<file path="src/rtl/p4pfs_defines.svh">
// Constants for the port 4 pin function select block
`ifndef P4PFS_DEFINES_SVH
`define P4PFS_DEFINES_SVH
`define P4PFS_RXSEL_SCL 2'h3
`define P4PFS_SMD_I2C 3'h2
`define P4PFS_ADC_TRIGGER_SOURCE_SELECT_EXT 2'h3
`define P4PFS_TIMER_B_MODE_FIELD_PULSE 2'h1
`define P4PFS_TIMER_B_MODE_FIELD_ONESHOT 2'h2
`define P4PFS_TIMER_B_MODE_FIELD_WAIT 2'h3
`define P4PFS_RST_LOW 1'h0
`endif

</file>
<file path="src/rtl/p4pfs_pkg.sv">
// Types shared by the port 4 pin function select block
package p4pfs_pkg;
   // Function of the shared receive pin
   typedef enum logic [2:0] {
      P4PFS_RX_IN   = 3'h0,
      P4PFS_RX_OUT  = 3'h1,
      P4PFS_RX_UART = 3'h3,
      P4PFS_RX_SCL  = 3'h2
   } p4pfs_rxfn_e;
   // Function of the oscillator pins
   typedef enum logic [2:0] {
      P4PFS_OSC_PORT = 3'h0,
      P4PFS_OSC_MAIN = 3'h1,
      P4PFS_OSC_SUB  = 3'h3,
      P4PFS_OSC_STOP = 3'h2
   } p4pfs_oscfn_e;
   // Timer B pin function
   typedef enum logic [2:0] {
      P4PFS_TB_OFF     = 3'h0,
      P4PFS_TB_PULSE   = 3'h1,
      P4PFS_TB_PROG    = 3'h3,
      P4PFS_TB_ONESHOT = 3'h2,
      P4PFS_TB_WAIT    = 3'h6
   } p4pfs_tbfn_e;
endpackage

</file>
<file path="src/rtl/p4pfs_osc_ctrl.sv">
// Oscillator buffer and feedback resistor decode for the two oscillator pins
`timescale 1ns/1ps
`default_nettype none
module p4pfs_osc_ctrl
   import p4pfs_pkg::*;
(
   // Clock bits
   input wire logic subClockSourceBit,
   input wire logic subOscStopBit,
   input wire logic subOscPinSelect,
   input wire logic mainOscStopBit,
   input wire logic allClockStopBit,
   input wire logic mainOscFeedbackOffBit,
   input wire logic subOscFeedbackOffBit,
   input wire logic mainOscPinEnable,
   // Decoded controls
   output logic mainBufOn,
   output logic mainFbOn,
   output logic subBufOn,
   output logic subFbOn,
   output p4pfs_oscfn_e oscFn
);
   // Purely combinational; the top registers all of it
   always_comb begin
      mainBufOn = 1'b0;
      mainFbOn = 1'b0;
      subBufOn = 1'b0;
      subFbOn = 1'b0;
      oscFn = P4PFS_OSC_PORT;
      if (allClockStopBit) begin
         // Stop mode wins over every other bit
         oscFn = P4PFS_OSC_STOP; // RULE11
      end else if (mainOscPinEnable && !subClockSourceBit) begin
         oscFn = P4PFS_OSC_MAIN;
         mainBufOn = !mainOscStopBit; // RULE5 RULE7
         mainFbOn = !mainOscFeedbackOffBit; // RULE6
      end else if (mainOscPinEnable && subOscPinSelect) begin
         oscFn = P4PFS_OSC_SUB;
         subBufOn = !subOscStopBit; // RULE8 RULE10
         subFbOn = !subOscFeedbackOffBit; // RULE9
      end else if (!subOscPinSelect && !mainOscPinEnable) begin
         // Plain port, all analog parts off
         oscFn = P4PFS_OSC_PORT; // RULE15
      end else begin
         // Undefined mixes are left as port with circuits off
         oscFn = P4PFS_OSC_PORT;
      end
   end
endmodule
`default_nettype wire

</file>
<file path="src/rtl/p4pfs_port4_pin_select.sv">
// Pin function select for port 4 upper pins and the timer B output pin
// Overview of operation
// (RULE1) Receive pin is I2C clock when selected
// (RULE2) Pull-up enabled on inputs by pull-up bit
// (RULE3) High drive on outputs by drive bit
// (RULE4) I2C clock output open drain when set
// (RULE5) Main oscillator runs with buffer and resistor
// (RULE6) Main feedback resistor off by its bit
// (RULE7) Main stop bit turns buffer off
// (RULE8) Sub oscillator runs with buffer and resistor
// (RULE9) Sub feedback resistor off by its bit
// (RULE10) Sub stop bit turns buffer off
// (RULE11) Stop mode turns all oscillator circuits off
// (RULE12) Timer B mode 01: pulse or programmable
// (RULE13) Mode 10 one-shot, 11 wait one-shot
// (RULE14) Otherwise receive pin is general port
// (RULE15) Oscillator pins general ports when unselected; the code holds their output enables off in stop mode even when unselected
// (RULE16) Reference pin also reference input when enabled
`timescale 1ns/1ps
`default_nettype none
`include "p4pfs_defines.svh"
module p4pfs_port4_pin_select (
   // Clock and reset
   input wire logic sysClk,
   input wire logic arstN,
   // Port direction and electrical controls
   input wire logic p45DirectionBit,
   input wire logic p46DirectionBit,
   input wire logic p47DirectionBit,
   input wire logic p4HiPullupBit,
   input wire logic p4HiDriveBit,
   // Port output data from software
   input wire logic p45OutData,
   input wire logic p46OutData,
   input wire logic p47OutData,
   // Receive pin function bits
   input wire logic extInt0InputEnable,
   input wire logic [1:0] uart2RxPinSelect,
   input wire logic [2:0] uart2SerialModeSelect,
   input wire logic uart2I2cModeBit,
   input wire logic uart2OpendrainBit,
   input wire logic [1:0] adcTriggerSourceSelect,
   input wire logic uart2SclOut,
   // Reference pin bits
   input wire logic adcStandbyBit,
   input wire logic dac0Enable,
   input wire logic dac1Enable,
   // Clock bits
   input wire logic subClockSourceBit,
   input wire logic subOscStopBit,
   input wire logic subOscPinSelect,
   input wire logic mainOscStopBit,
   input wire logic allClockStopBit,
   input wire logic mainOscFeedbackOffBit,
   input wire logic subOscFeedbackOffBit,
   input wire logic mainOscPinEnable,
   // Timer B bits
   input wire logic [1:0] timerBModeField,
   input wire logic timerBOutputCtrl,
   input wire logic timerBWave,
   // Pin inputs
   input wire logic p45PinIn,
   // Pin side outputs
   output logic p45PinOut,
   output logic p45PinOe,
   output logic p46PinOut,
   output logic p46PinOe,
   output logic p47PinOut,
   output logic p47PinOe,
   output logic p4PullupEn,
   output logic p4HiDriveEn,
   // Peripheral side inputs
   output logic externalInterruptZero,
   output logic uart2ReceiveInput,
   output logic adcExternalTrigger,
   output logic vrefInputEn,
   // Oscillator circuit controls
   output logic mainOscBufOn,
   output logic mainOscFbOn,
   output logic subOscBufOn,
   output logic subOscFbOn,
   // Timer B pin
   output logic timerBOutputPin,
   output logic timerBPinOe,
   output p4pfs_pkg::p4pfs_tbfn_e timerBFunction
);
   import p4pfs_pkg::*;

   // Decoded functions
   p4pfs_rxfn_e rxFn;
   p4pfs_oscfn_e oscFn;
   p4pfs_tbfn_e tbFn;
   logic mainBufNxt, mainFbNxt, subBufNxt, subFbNxt;
   logic sclDrive;

   // Oscillator decode lives in its own module
   p4pfs_osc_ctrl uOsc (
      .subClockSourceBit(subClockSourceBit),
      .subOscStopBit(subOscStopBit),
      .subOscPinSelect(subOscPinSelect),
      .mainOscStopBit(mainOscStopBit),
      .allClockStopBit(allClockStopBit),
      .mainOscFeedbackOffBit(mainOscFeedbackOffBit),
      .subOscFeedbackOffBit(subOscFeedbackOffBit),
      .mainOscPinEnable(mainOscPinEnable),
      .mainBufOn(mainBufNxt),
      .mainFbOn(mainFbNxt),
      .subBufOn(subBufNxt),
      .subFbOn(subFbNxt),
      .oscFn(oscFn)
   );

   // Receive pin function decode
   always_comb begin
      if (uart2RxPinSelect != `P4PFS_RXSEL_SCL) begin
         rxFn = p45DirectionBit ? P4PFS_RX_OUT : P4PFS_RX_IN; // RULE14
      end else if (uart2SerialModeSelect == `P4PFS_SMD_I2C && uart2I2cModeBit) begin
         rxFn = P4PFS_RX_SCL; // RULE1
      end else begin
         rxFn = P4PFS_RX_UART;
      end
   end

   // Timer B function decode
   always_comb begin
      case (timerBModeField)
         `P4PFS_TIMER_B_MODE_FIELD_PULSE: tbFn = timerBOutputCtrl ? P4PFS_TB_PROG : P4PFS_TB_PULSE; // RULE12
         `P4PFS_TIMER_B_MODE_FIELD_ONESHOT: tbFn = timerBOutputCtrl ? P4PFS_TB_OFF : P4PFS_TB_ONESHOT; // RULE13
         `P4PFS_TIMER_B_MODE_FIELD_WAIT: tbFn = timerBOutputCtrl ? P4PFS_TB_OFF : P4PFS_TB_WAIT; // RULE13
         default: tbFn = P4PFS_TB_OFF;
      endcase
   end

   // I2C clock only pulls low when open drain is chosen
   assign sclDrive = uart2OpendrainBit ? !uart2SclOut : 1'b1;

   // Receive pin outputs and peripheral feeds
   always_ff @(posedge sysClk or negedge arstN) begin
      if (!arstN) begin
         p45PinOut <= `P4PFS_RST_LOW;
         p45PinOe <= `P4PFS_RST_LOW;
         externalInterruptZero <= `P4PFS_RST_LOW;
         uart2ReceiveInput <= `P4PFS_RST_LOW;
         adcExternalTrigger <= `P4PFS_RST_LOW;
      end else begin
         case (rxFn)
            P4PFS_RX_OUT: begin
               p45PinOut <= p45OutData;
               p45PinOe <= 1'b1;
            end
            P4PFS_RX_SCL: begin
               // Open drain drives only the low level
               p45PinOut <= uart2OpendrainBit ? 1'b0 : uart2SclOut; // RULE4
               p45PinOe <= sclDrive; // RULE4
            end
            default: begin
               p45PinOut <= 1'b0;
               p45PinOe <= 1'b0;
            end
         endcase
         // Interrupt and trigger taps only in port mode
         externalInterruptZero <= (rxFn == P4PFS_RX_IN) && extInt0InputEnable && p45PinIn; // RULE14
         adcExternalTrigger <= (rxFn == P4PFS_RX_IN) && extInt0InputEnable
            && (adcTriggerSourceSelect == `P4PFS_ADC_TRIGGER_SOURCE_SELECT_EXT) && p45PinIn; // RULE14
         uart2ReceiveInput <= (rxFn == P4PFS_RX_UART || rxFn == P4PFS_RX_SCL) && p45PinIn; // RULE1
      end
   end

   // Oscillator pins and circuit enables
   always_ff @(posedge sysClk or negedge arstN) begin
      if (!arstN) begin
         p46PinOut <= `P4PFS_RST_LOW;
         p46PinOe <= `P4PFS_RST_LOW;
         p47PinOut <= `P4PFS_RST_LOW;
         p47PinOe <= `P4PFS_RST_LOW;
         mainOscBufOn <= `P4PFS_RST_LOW;
         mainOscFbOn <= `P4PFS_RST_LOW;
         subOscBufOn <= `P4PFS_RST_LOW;
         subOscFbOn <= `P4PFS_RST_LOW;
      end else begin
         // Digital drive only while pins are plain ports
         p46PinOut <= p46OutData;
         p46PinOe <= (oscFn == P4PFS_OSC_PORT) && p46DirectionBit; // RULE15
         p47PinOut <= p47OutData;
         p47PinOe <= (oscFn == P4PFS_OSC_PORT) && p47DirectionBit; // RULE15
         mainOscBufOn <= mainBufNxt; // RULE5
         mainOscFbOn <= mainFbNxt; // RULE6
         subOscBufOn <= subBufNxt; // RULE8
         subOscFbOn <= subFbNxt; // RULE9
      end
   end

   // Electrical options and reference pin
   always_ff @(posedge sysClk or negedge arstN) begin
      if (!arstN) begin
         p4PullupEn <= `P4PFS_RST_LOW;
         p4HiDriveEn <= `P4PFS_RST_LOW;
         vrefInputEn <= `P4PFS_RST_LOW;
      end else begin
         p4PullupEn <= p4HiPullupBit; // RULE2
         p4HiDriveEn <= p4HiDriveBit; // RULE3
         vrefInputEn <= adcStandbyBit || dac0Enable || dac1Enable; // RULE16
      end
   end

   // Timer B pin
   always_ff @(posedge sysClk or negedge arstN) begin
      if (!arstN) begin
         timerBOutputPin <= `P4PFS_RST_LOW;
         timerBPinOe <= `P4PFS_RST_LOW;
         timerBFunction <= P4PFS_TB_OFF;
      end else begin
         timerBFunction <= tbFn; // RULE12
         timerBPinOe <= (tbFn != P4PFS_TB_OFF); // RULE13
         timerBOutputPin <= (tbFn != P4PFS_TB_OFF) && timerBWave;
      end
   end

   // Checks
   chk_scl_select: assert property (@(posedge sysClk) disable iff (!arstN)
      (uart2RxPinSelect == 2'h3 && uart2SerialModeSelect == 3'h2 && uart2I2cModeBit
       && !uart2OpendrainBit) |=> p45PinOe) // RULE1
      else $error("I2C clock pin not driven");
   chk_pullup_follow: assert property (@(posedge sysClk) disable iff (!arstN)
      p4HiPullupBit |=> p4PullupEn) // RULE2
      else $error("pull-up not enabled");
   chk_drive_follow: assert property (@(posedge sysClk) disable iff (!arstN)
      !p4HiDriveBit |=> !p4HiDriveEn) // RULE3
      else $error("high drive stuck");
   chk_od_nohigh: assert property (@(posedge sysClk) disable iff (!arstN)
      (rxFn == P4PFS_RX_SCL && uart2OpendrainBit) |=> !(p45PinOe && p45PinOut)) // RULE4
      else $error("open drain drove high");
   chk_main_run: assert property (@(posedge sysClk) disable iff (!arstN)
      (!subClockSourceBit && !mainOscStopBit && !mainOscFeedbackOffBit && !allClockStopBit
       && mainOscPinEnable) |=> (mainOscBufOn && mainOscFbOn)) // RULE5
      else $error("main oscillator not running");
   chk_sub_run: assert property (@(posedge sysClk) disable iff (!arstN)
      (subClockSourceBit && subOscPinSelect && mainOscPinEnable && !subOscStopBit
       && !subOscFeedbackOffBit && !allClockStopBit) |=> (subOscBufOn && subOscFbOn)) // RULE8
      else $error("sub oscillator not running");
   chk_stop_all: assert property (@(posedge sysClk) disable iff (!arstN)
      allClockStopBit |=> !(mainOscBufOn || mainOscFbOn || subOscBufOn || subOscFbOn)) // RULE11
      else $error("circuit on in stop mode");
   chk_tb_mode: assert property (@(posedge sysClk) disable iff (!arstN)
      (timerBModeField == 2'h1) |=> timerBPinOe) // RULE12
      else $error("timer B pin not enabled");
   chk_vref_en: assert property (@(posedge sysClk) disable iff (!arstN)
      (!adcStandbyBit && !dac0Enable && !dac1Enable) |=> !vrefInputEn) // RULE16
      else $error("reference input wrongly on");
endmodule
`default_nettype wire

</file>
<file path="config.mk">
export PLATFORM = sky130hd
export DESIGN_NAME = p4pfs_port4_pin_select
export DESIGN_NICKNAME = d
export VERILOG_FILES = /design/src/rtl/p4pfs_pkg.sv /design/src/rtl/p4pfs_osc_ctrl.sv /design/src/rtl/p4pfs_port4_pin_select.sv
export VERILOG_INCLUDE_DIRS = /design/src /design/src/rtl
export SDC_FILE = /design/constraint.sdc
export NUM_CORES = 1
export LEC_CHECK = 0
export BUFFER_PORTS_ARGS = -buffer_cell sky130_fd_sc_hd__buf_2
export CELL_PAD_IN_SITES_DETAIL_PLACEMENT = 0
export CELL_PAD_IN_SITES_GLOBAL_PLACEMENT = 2
export CORE_UTILIZATION = 21
export DETAILED_ROUTE_END_ITERATION = 8
export GPL_TIMING_DRIVEN = 0
export PLACE_DENSITY = 0.8
export SLEW_MARGIN = 20
export SYNTH_ARGS = -nofsm -noshare
export SYNTH_HDL_FRONTEND = slang
export SYNTH_SLANG_ARGS = --single-unit
export TNS_END_PERCENT = 100
</file>
<file path="constraint.sdc">
create_clock -name sysClk -period 0.8 [get_ports sysClk]
set_input_delay 0.12 -clock sysClk [delete_from_list [all_inputs] [get_ports sysClk]]
set_output_delay 0.12 -clock sysClk [all_outputs]
set_load 0.05 [all_outputs]
</file>
==> results of run 1 <==
==> what timing repair did <==
item / 4_1_cts / 5_1_grt
endpoints found under the hold margin: 34 / 3
resized for setup: 42 / 3
setup endpoints to repair: 21 / 23
buffers inserted: 0 / 0
pin swaps: 0 / 1
hold buffers: 11 / 1
==> cell usage after synthesis, drive strengths merged <==
cell type	number
or3b	1
nor3b	1
nor4b	1
inv	3
or3	1
a21oi	1
nor2b	1
and3	1
nand2	4
mux2	1
nand4b	1
a21boi	1
a211oi	3
dfrtp	21
and4b	1
and3b	1
nor2	5
a41o	1
nand2b	1
a22o	1
and4bb	1
==> state kept, by name, summed over array words and instances, names as in the netlist <==
name / cells
p47PinOut: 1
timerBPinOe: 1
externalInterruptZero: 1
mainOscBufOn: 1
subOscBufOn: 1
p45PinOe: 1
p46PinOe: 1
p46PinOut: 1
adcExternalTrigger: 1
p4HiDriveEn: 1
subOscFbOn: 1
p45PinOut: 1
timerBOutputPin: 1
mainOscFbOn: 1
timerBFunction: 3
p47PinOe: 1
vrefInputEn: 1
p4PullupEn: 1
uart2ReceiveInput: 1
==> power groups by stage <==
stage	Sequential, uW	Combinational (uW)	Clock [uW]
after global routing	1140	549	571
after global placement	1140	397	0
after floorplan	1310	49.6	0
after detailed placement	1140	403	0
after CTS	1130	502	544
final	1130	513	493
==> final cells by class <==
class | count | share of cell area
clock buffer | 4 | 0.0194
inverter | 3 | 0.00830
multi-input combinational | 28 | 0.147
sequential | 21 | 0.387
tap | 44 | 0.0406
timing repair buffer | 69 | 0.398
==> how the worst max path moves through the flow <==
stage | slack [ns] | end
after floorplan | 0.09 | adcExternalTrigger
after global routing | -0.23 | adcExternalTrigger
final | -0.17 | p4PullupEn
after CTS | -0.20 | subOscFbOn
after global placement | -0.002 | mainOscFbOn$_DFF_PN0_
after detailed placement | -0.06 | mainOscBufOn$_DFF_PN0_
==> metrics by stage <==
step | worst slack, ns | total power [uW] | utilization
global route | -0.229 | 2250 | 0.430
detailed placement | -0.0572 | 1540 | 0.338
floorplan | 0.0941 | 1360 | -
CTS | -0.198 | 2180 | 0.423
global placement | -0.00156 | 1530 | 0.338
finish | -0.170 | 2140 | 0.430
==> cells by family (layout without fill, tap and decap cells) <==
group	after synthesis	in the layout	synth area share
and+or+nand+nor	20	20	0.171
buffers and inverters	3	76	0.0155
DFF	21	21	0.724
muxes	1	1	0.0155
AOI/OAI and AO/OA	7	7	0.0741
==> metal layers <==
layer | up-vias | part of all wire | track usage
li1 | 329 | - | -
met1 | 320 | 0.36 | 0.107
met2 | 41 | 0.54 | 0.210
met3 | 4 | 0.077 | 0.0299
met4 | 0 | 0.026 | 0.0812
met5 | - | 0 | 0
==> run_results.csv, run 1 <==
group,metric,value,unit
worst_hold_path,hp-class,"in -> reg",
floorplan,die_y,60.8,um
placement,gp_congestion,0.647,
final_layout,mostFrequentLayoutCells,"buf_2 (36), dfrtp_1 (21), buf_6 (21), dlygate4sd3_1 (11), nor2_1 (5)",
setup_path,critPathMaxFanout,1,
yosys,syn_nets,89,
setup_path,cp_num_buf_inv,1,
power,p_sw,609,uW
power,p_per_area,1580,nW/um2
power,swShare,0.285,
timing,hold_slack,0.00683,ns
drt,vias,694,
yosys,yosys_warnings,0,
floorplan,coreArea,3150,um2
floorplan,die_w,60.8,um
drt,drtPass1Iterations,3,
yosys,synth_area_leaders,"dfrtp_1 (72%), a211oi_1 (3.1%), nor2_1 (2.6%)",
run_status,outcome,"finished with violations",
timing,max_clock_freq,1030,MHz
setup_path,critPathCaptureType,"output port",
clocking,root_buffer,"clkbuf_4",
final_layout,nFillCells,311,
setup_path,critical_path.max_stage_delay,0.40,ns
floorplan,dieArea,3690,um2
timing,min_period,0.970,ns
final_layout,final_nets,163,
drt,remaining_drc_errors,0,
global_routing,track_usage,0.113,
yosys,synth_top_cell_area_share,0.724,
final_layout,syn2layout_area_growth,86.9,%
setup_path,worst_ep_required_time,0.68,ns
global_routing,antenna_found_initial,0,
placement,dp_hpwl,1310,um
setup_path,startpoint,"p4PullupEn$_DFF_PN0_",
clocking,htree_levels,1,
power,leakage,0.000704,uW
worst_hold_path,whs_path_depth,2,
placement,place_inst,153,
final_layout,seq_area,526,um2
global_routing,grt_pass1_wl,2910,um
timing,rsz0062_at_grt,"true",
final_layout,instances_no_fill,169,
drt,wl_per_cell,11.3,um
setup_path,cp_top_family,"flip-flops",
timing,finalHoldViolCount,0,
timing,slew-limit-headroom,0.688,
drt,drt_iter0_drc,6,
floorplan,ios,58,
yosys,synthDistinctLibCells,21,
final_layout,fin_area,1360,um2
yosys,synth-seq-cells,21,
clocking,numCtsBuffers,3,
clocking,cts_tree,"yes",
final_layout,drive_gt1_frac,0.512,
floorplan,row_count,20,
clocking,cts_buffer_depth,2,
setup_path,cp-start-kind,"flop",
worst_hold_path,worstHoldStart,"dac1Enable",
drt,drt-total-wl,1910,um
final_layout,final_common_cell,"buf_2",
power,p_clk_frac,0.231,
power,seq_power_share,0.529,
run_status,violations,"negative setup slack",
timing,setup_tns,-3.36,ns
setup_path,cp_slowest_cell,"dfrtp_1",
global_routing,grt_pass1_vias,717,
placement,placed_area,1070,um2
drt,ant_nets,0,
setup_path,setup.worst_path.class,"reg -> out",
final_layout,antenna_cells,0,
yosys,synth_cells,52,
yosys,seq_area_frac_synth,0.724,
flow_run,max-cap-violations,0,
timing,slew_violations,0,
final_layout,multiInputGateArea,199,um2
worst_hold_path,holdPathEnd,"vrefInputEn$_DFF_PN0_",
power,irDropWorstVdd,421,uV
clocking,clkSinkCount,21,
yosys,yosysTopAreaCell,"dfrtp_1",
timing,fin_crit_sh,1.21,
setup_path,crit_cells,1,
setup_path,crit_chain,"buf_6",
clocking,clkSlewWorstSetupHoldPaths,0.11,ns
global_routing,grt_overflow,0,
timing,fin_ws,-0.170,ns
setup_path,crit_arrival,0.85,ns
floorplan,start_util,0.230,
timing,tightestPinTransition,0.468,ns
global_routing,grt_max_degree,22,
power,comb_power_share,0.240,
drt,viasPerCell,4.11,
timing,setup_violations,22,
placement,numPortBuffers,57,
yosys,netlist_area,726,um2
yosys,syn_area_per_cell,14.0,um2
power,intPower,1530,uW
No activity file was read; power rests on OpenSTA's default activity.
==> run 2, diff against run 1 <==
SETUP_SLACK_MARGIN = 0.5   (was not set)
==> run 2 against run 1 <==
The flow finishes with violations (negative hold slack, negative setup slack). Hold slack got worse by 0.25 ns. Via count fell by 4.9%. Fmax fell by 3.0%. Largest power group unchanged.
==> run_results.csv, run 2 (same netlist as run 1, synthesis figures left out) <==
group,metric,value,unit
global_routing,busiest_layer,"met2",
timing,min_period,1.00,ns
floorplan,ios,58,
global_routing,grt_util_met3,0.0682,
clocking,cts_tree,"yes",
setup_path,cp_slowest_cell,"dfrtp_2",
timing,slew_violations,0,
floorplan,row_count,20,
timing,tightestPinTransition,0.468,ns
final_layout,final_common_cell,"buf_6",
setup_path,setup.worst_path.class,"reg -> out",
setup_path,critPathMaxFanout,1,
final_layout,final_nets,153,
floorplan,dieArea,3690,um2
global_routing,met1_usage,0.101,
floorplan,start_util,0.230,
worst_hold_path,hp-class,"in -> async",
timing,finalHoldViolCount,32,
timing,slew-limit-headroom,0.688,
final_layout,mostFrequentLayoutCells,"buf_6 (29), buf_2 (23), dfrtp_2 (21), buf_8 (4)",
setup_path,crit_arrival,0.88,ns
clocking,clkSinkCount,21,
final_layout,antenna_cells,0,
placement,numPortBuffers,57,
flow_run,max-cap-violations,0,
setup_path,cp_num_buf_inv,1,
final_layout,nFillCells,293,
drt,drt_iter0_drc,6,
timing,max_clock_freq,999,MHz
run_status,violations,"negative hold slack, negative setup slack",
floorplan,coreArea,3150,um2
timing,rsz0062_at_grt,"true",
floorplan,die_w,60.8,um
setup_path,cp_top_family,"flip-flops",
clocking,numCtsBuffers,3,
final_layout,largest_register_ffs,3,
timing,setup_violations,21,
global_routing,grt_pass1_vias,699,
global_routing,grt_max_degree,22,
final_layout,drive_gt1_frac,0.878,
setup_path,critPathCaptureType,"output port",
floorplan,die_y,60.8,um
drt,remaining_drc_errors,0,
clocking,cts_buffer_depth,2,
drt,viasPerCell,4.15,
setup_path,cp-start-kind,"flop",
drt,wl_per_cell,11.1,um
setup_path,crit_chain,"buf_6",
timing,hold_slack,-0.244,ns
final_layout,syn2layout_area_growth,102,%
clocking,root_buffer,"clkbuf_4",
final_layout,seq_area,552,um2
clocking,htree_levels,1,
final_layout,multiInputGateArea,294,um2
global_routing,grt_pass1_wl,2840,um
power,leakage,0.000697,uW
global_routing,track_usage,0.108,
timing,fin_ws,-0.201,ns
global_routing,use_met2,0.201,
final_layout,fin_area,1460,um2
power,p_per_area,1500,nW/um2
run_status,outcome,"finished with violations",
clocking,clkSlewWorstSetupHoldPaths,0.11,ns
setup_path,critical_path.max_stage_delay,0.43,ns
drt,ant_nets,0,
placement,placed_area,1170,um2
drt,drt-total-wl,1770,um
placement,gp_congestion,0.665,
global_routing,antenna_found_initial,0,
drt,vias,660,
setup_path,worst_ep_required_time,0.68,ns
placement,dp_hpwl,1360,um
power,irDropWorstVdd,1020,uV
timing,fin_crit_sh,1.25,
global_routing,grt_overflow,0,
placement,place_ws,-0.0421,ns
drt,drtPass1Iterations,2,
final_layout,largest_register,"timerBFunction",
run 2: how the worst max path moves through the flow:
stage,end,start,slack (ns),depth (start not counted)
after floorplan,mainOscBufOn$_DFF_PN0_,allClockStopBit,0.15,2
after CTS,p46PinOut,p46PinOut$_DFF_PN0_,-0.22,1
after global routing,p46PinOut,p46PinOut$_DFF_PN0_,-0.23,1
after detailed placement,mainOscBufOn$_DFF_PN0_,allClockStopBit,-0.04,3
after global placement,mainOscFbOn$_DFF_PN0_,allClockStopBit,-0.02,3
final,p46PinOut,p46PinOut$_DFF_PN0_,-0.20,1
run 2: timing repair:
action	CTS	global route
endpoints found under the hold margin	32	32
buffers inserted	2	0
resized for setup	64	9
setup endpoints to repair	31	30
pin swaps	8	3
run 2: layout make-up:
cell class                      count  share of cell area
Clock inverter                      1             0.00342
Tap cell                           44              0.0376
Multi-Input combinational cell     28               0.201
Timing Repair Buffer               59               0.358
Sequential cell                    21               0.377
Clock buffer                        3              0.0154
Inverter                            3             0.00769
run 2: metrics by stage:
step,power [uW],setup TNS [ns],instances,utilization
after CTS,2220,-4.14,159,0.454
after detailed placement,1590,-0.0614,153,0.372
after global routing,2310,-4.58,159,0.464
after global placement,1590,-0.0313,153,0.372
after floorplan,1400,0,52,-
final,2200,-3.80,159,0.464
run 2: per-layer routing:
layer  wire length [um]  part of all wire  vias to the layer above
met5                  0                 0                        -
met4                  6            0.0034                        0
met3                215              0.12                        2
met2                930              0.53                       40
met1                619              0.35                      309
li1                   -                 -                      309
run 2: report_power, final:
| part | leakage, uW | switching [uW] | total (uW) | internal [uW] |
|---|---|---|---|---|
| Combinational | 0.000439 | 306 | 568 | 263 |
| Sequential | 0.000240 | 22.2 | 1140 | 1120 |
| Clock | 0.0000177 | 306 | 493 | 186 |
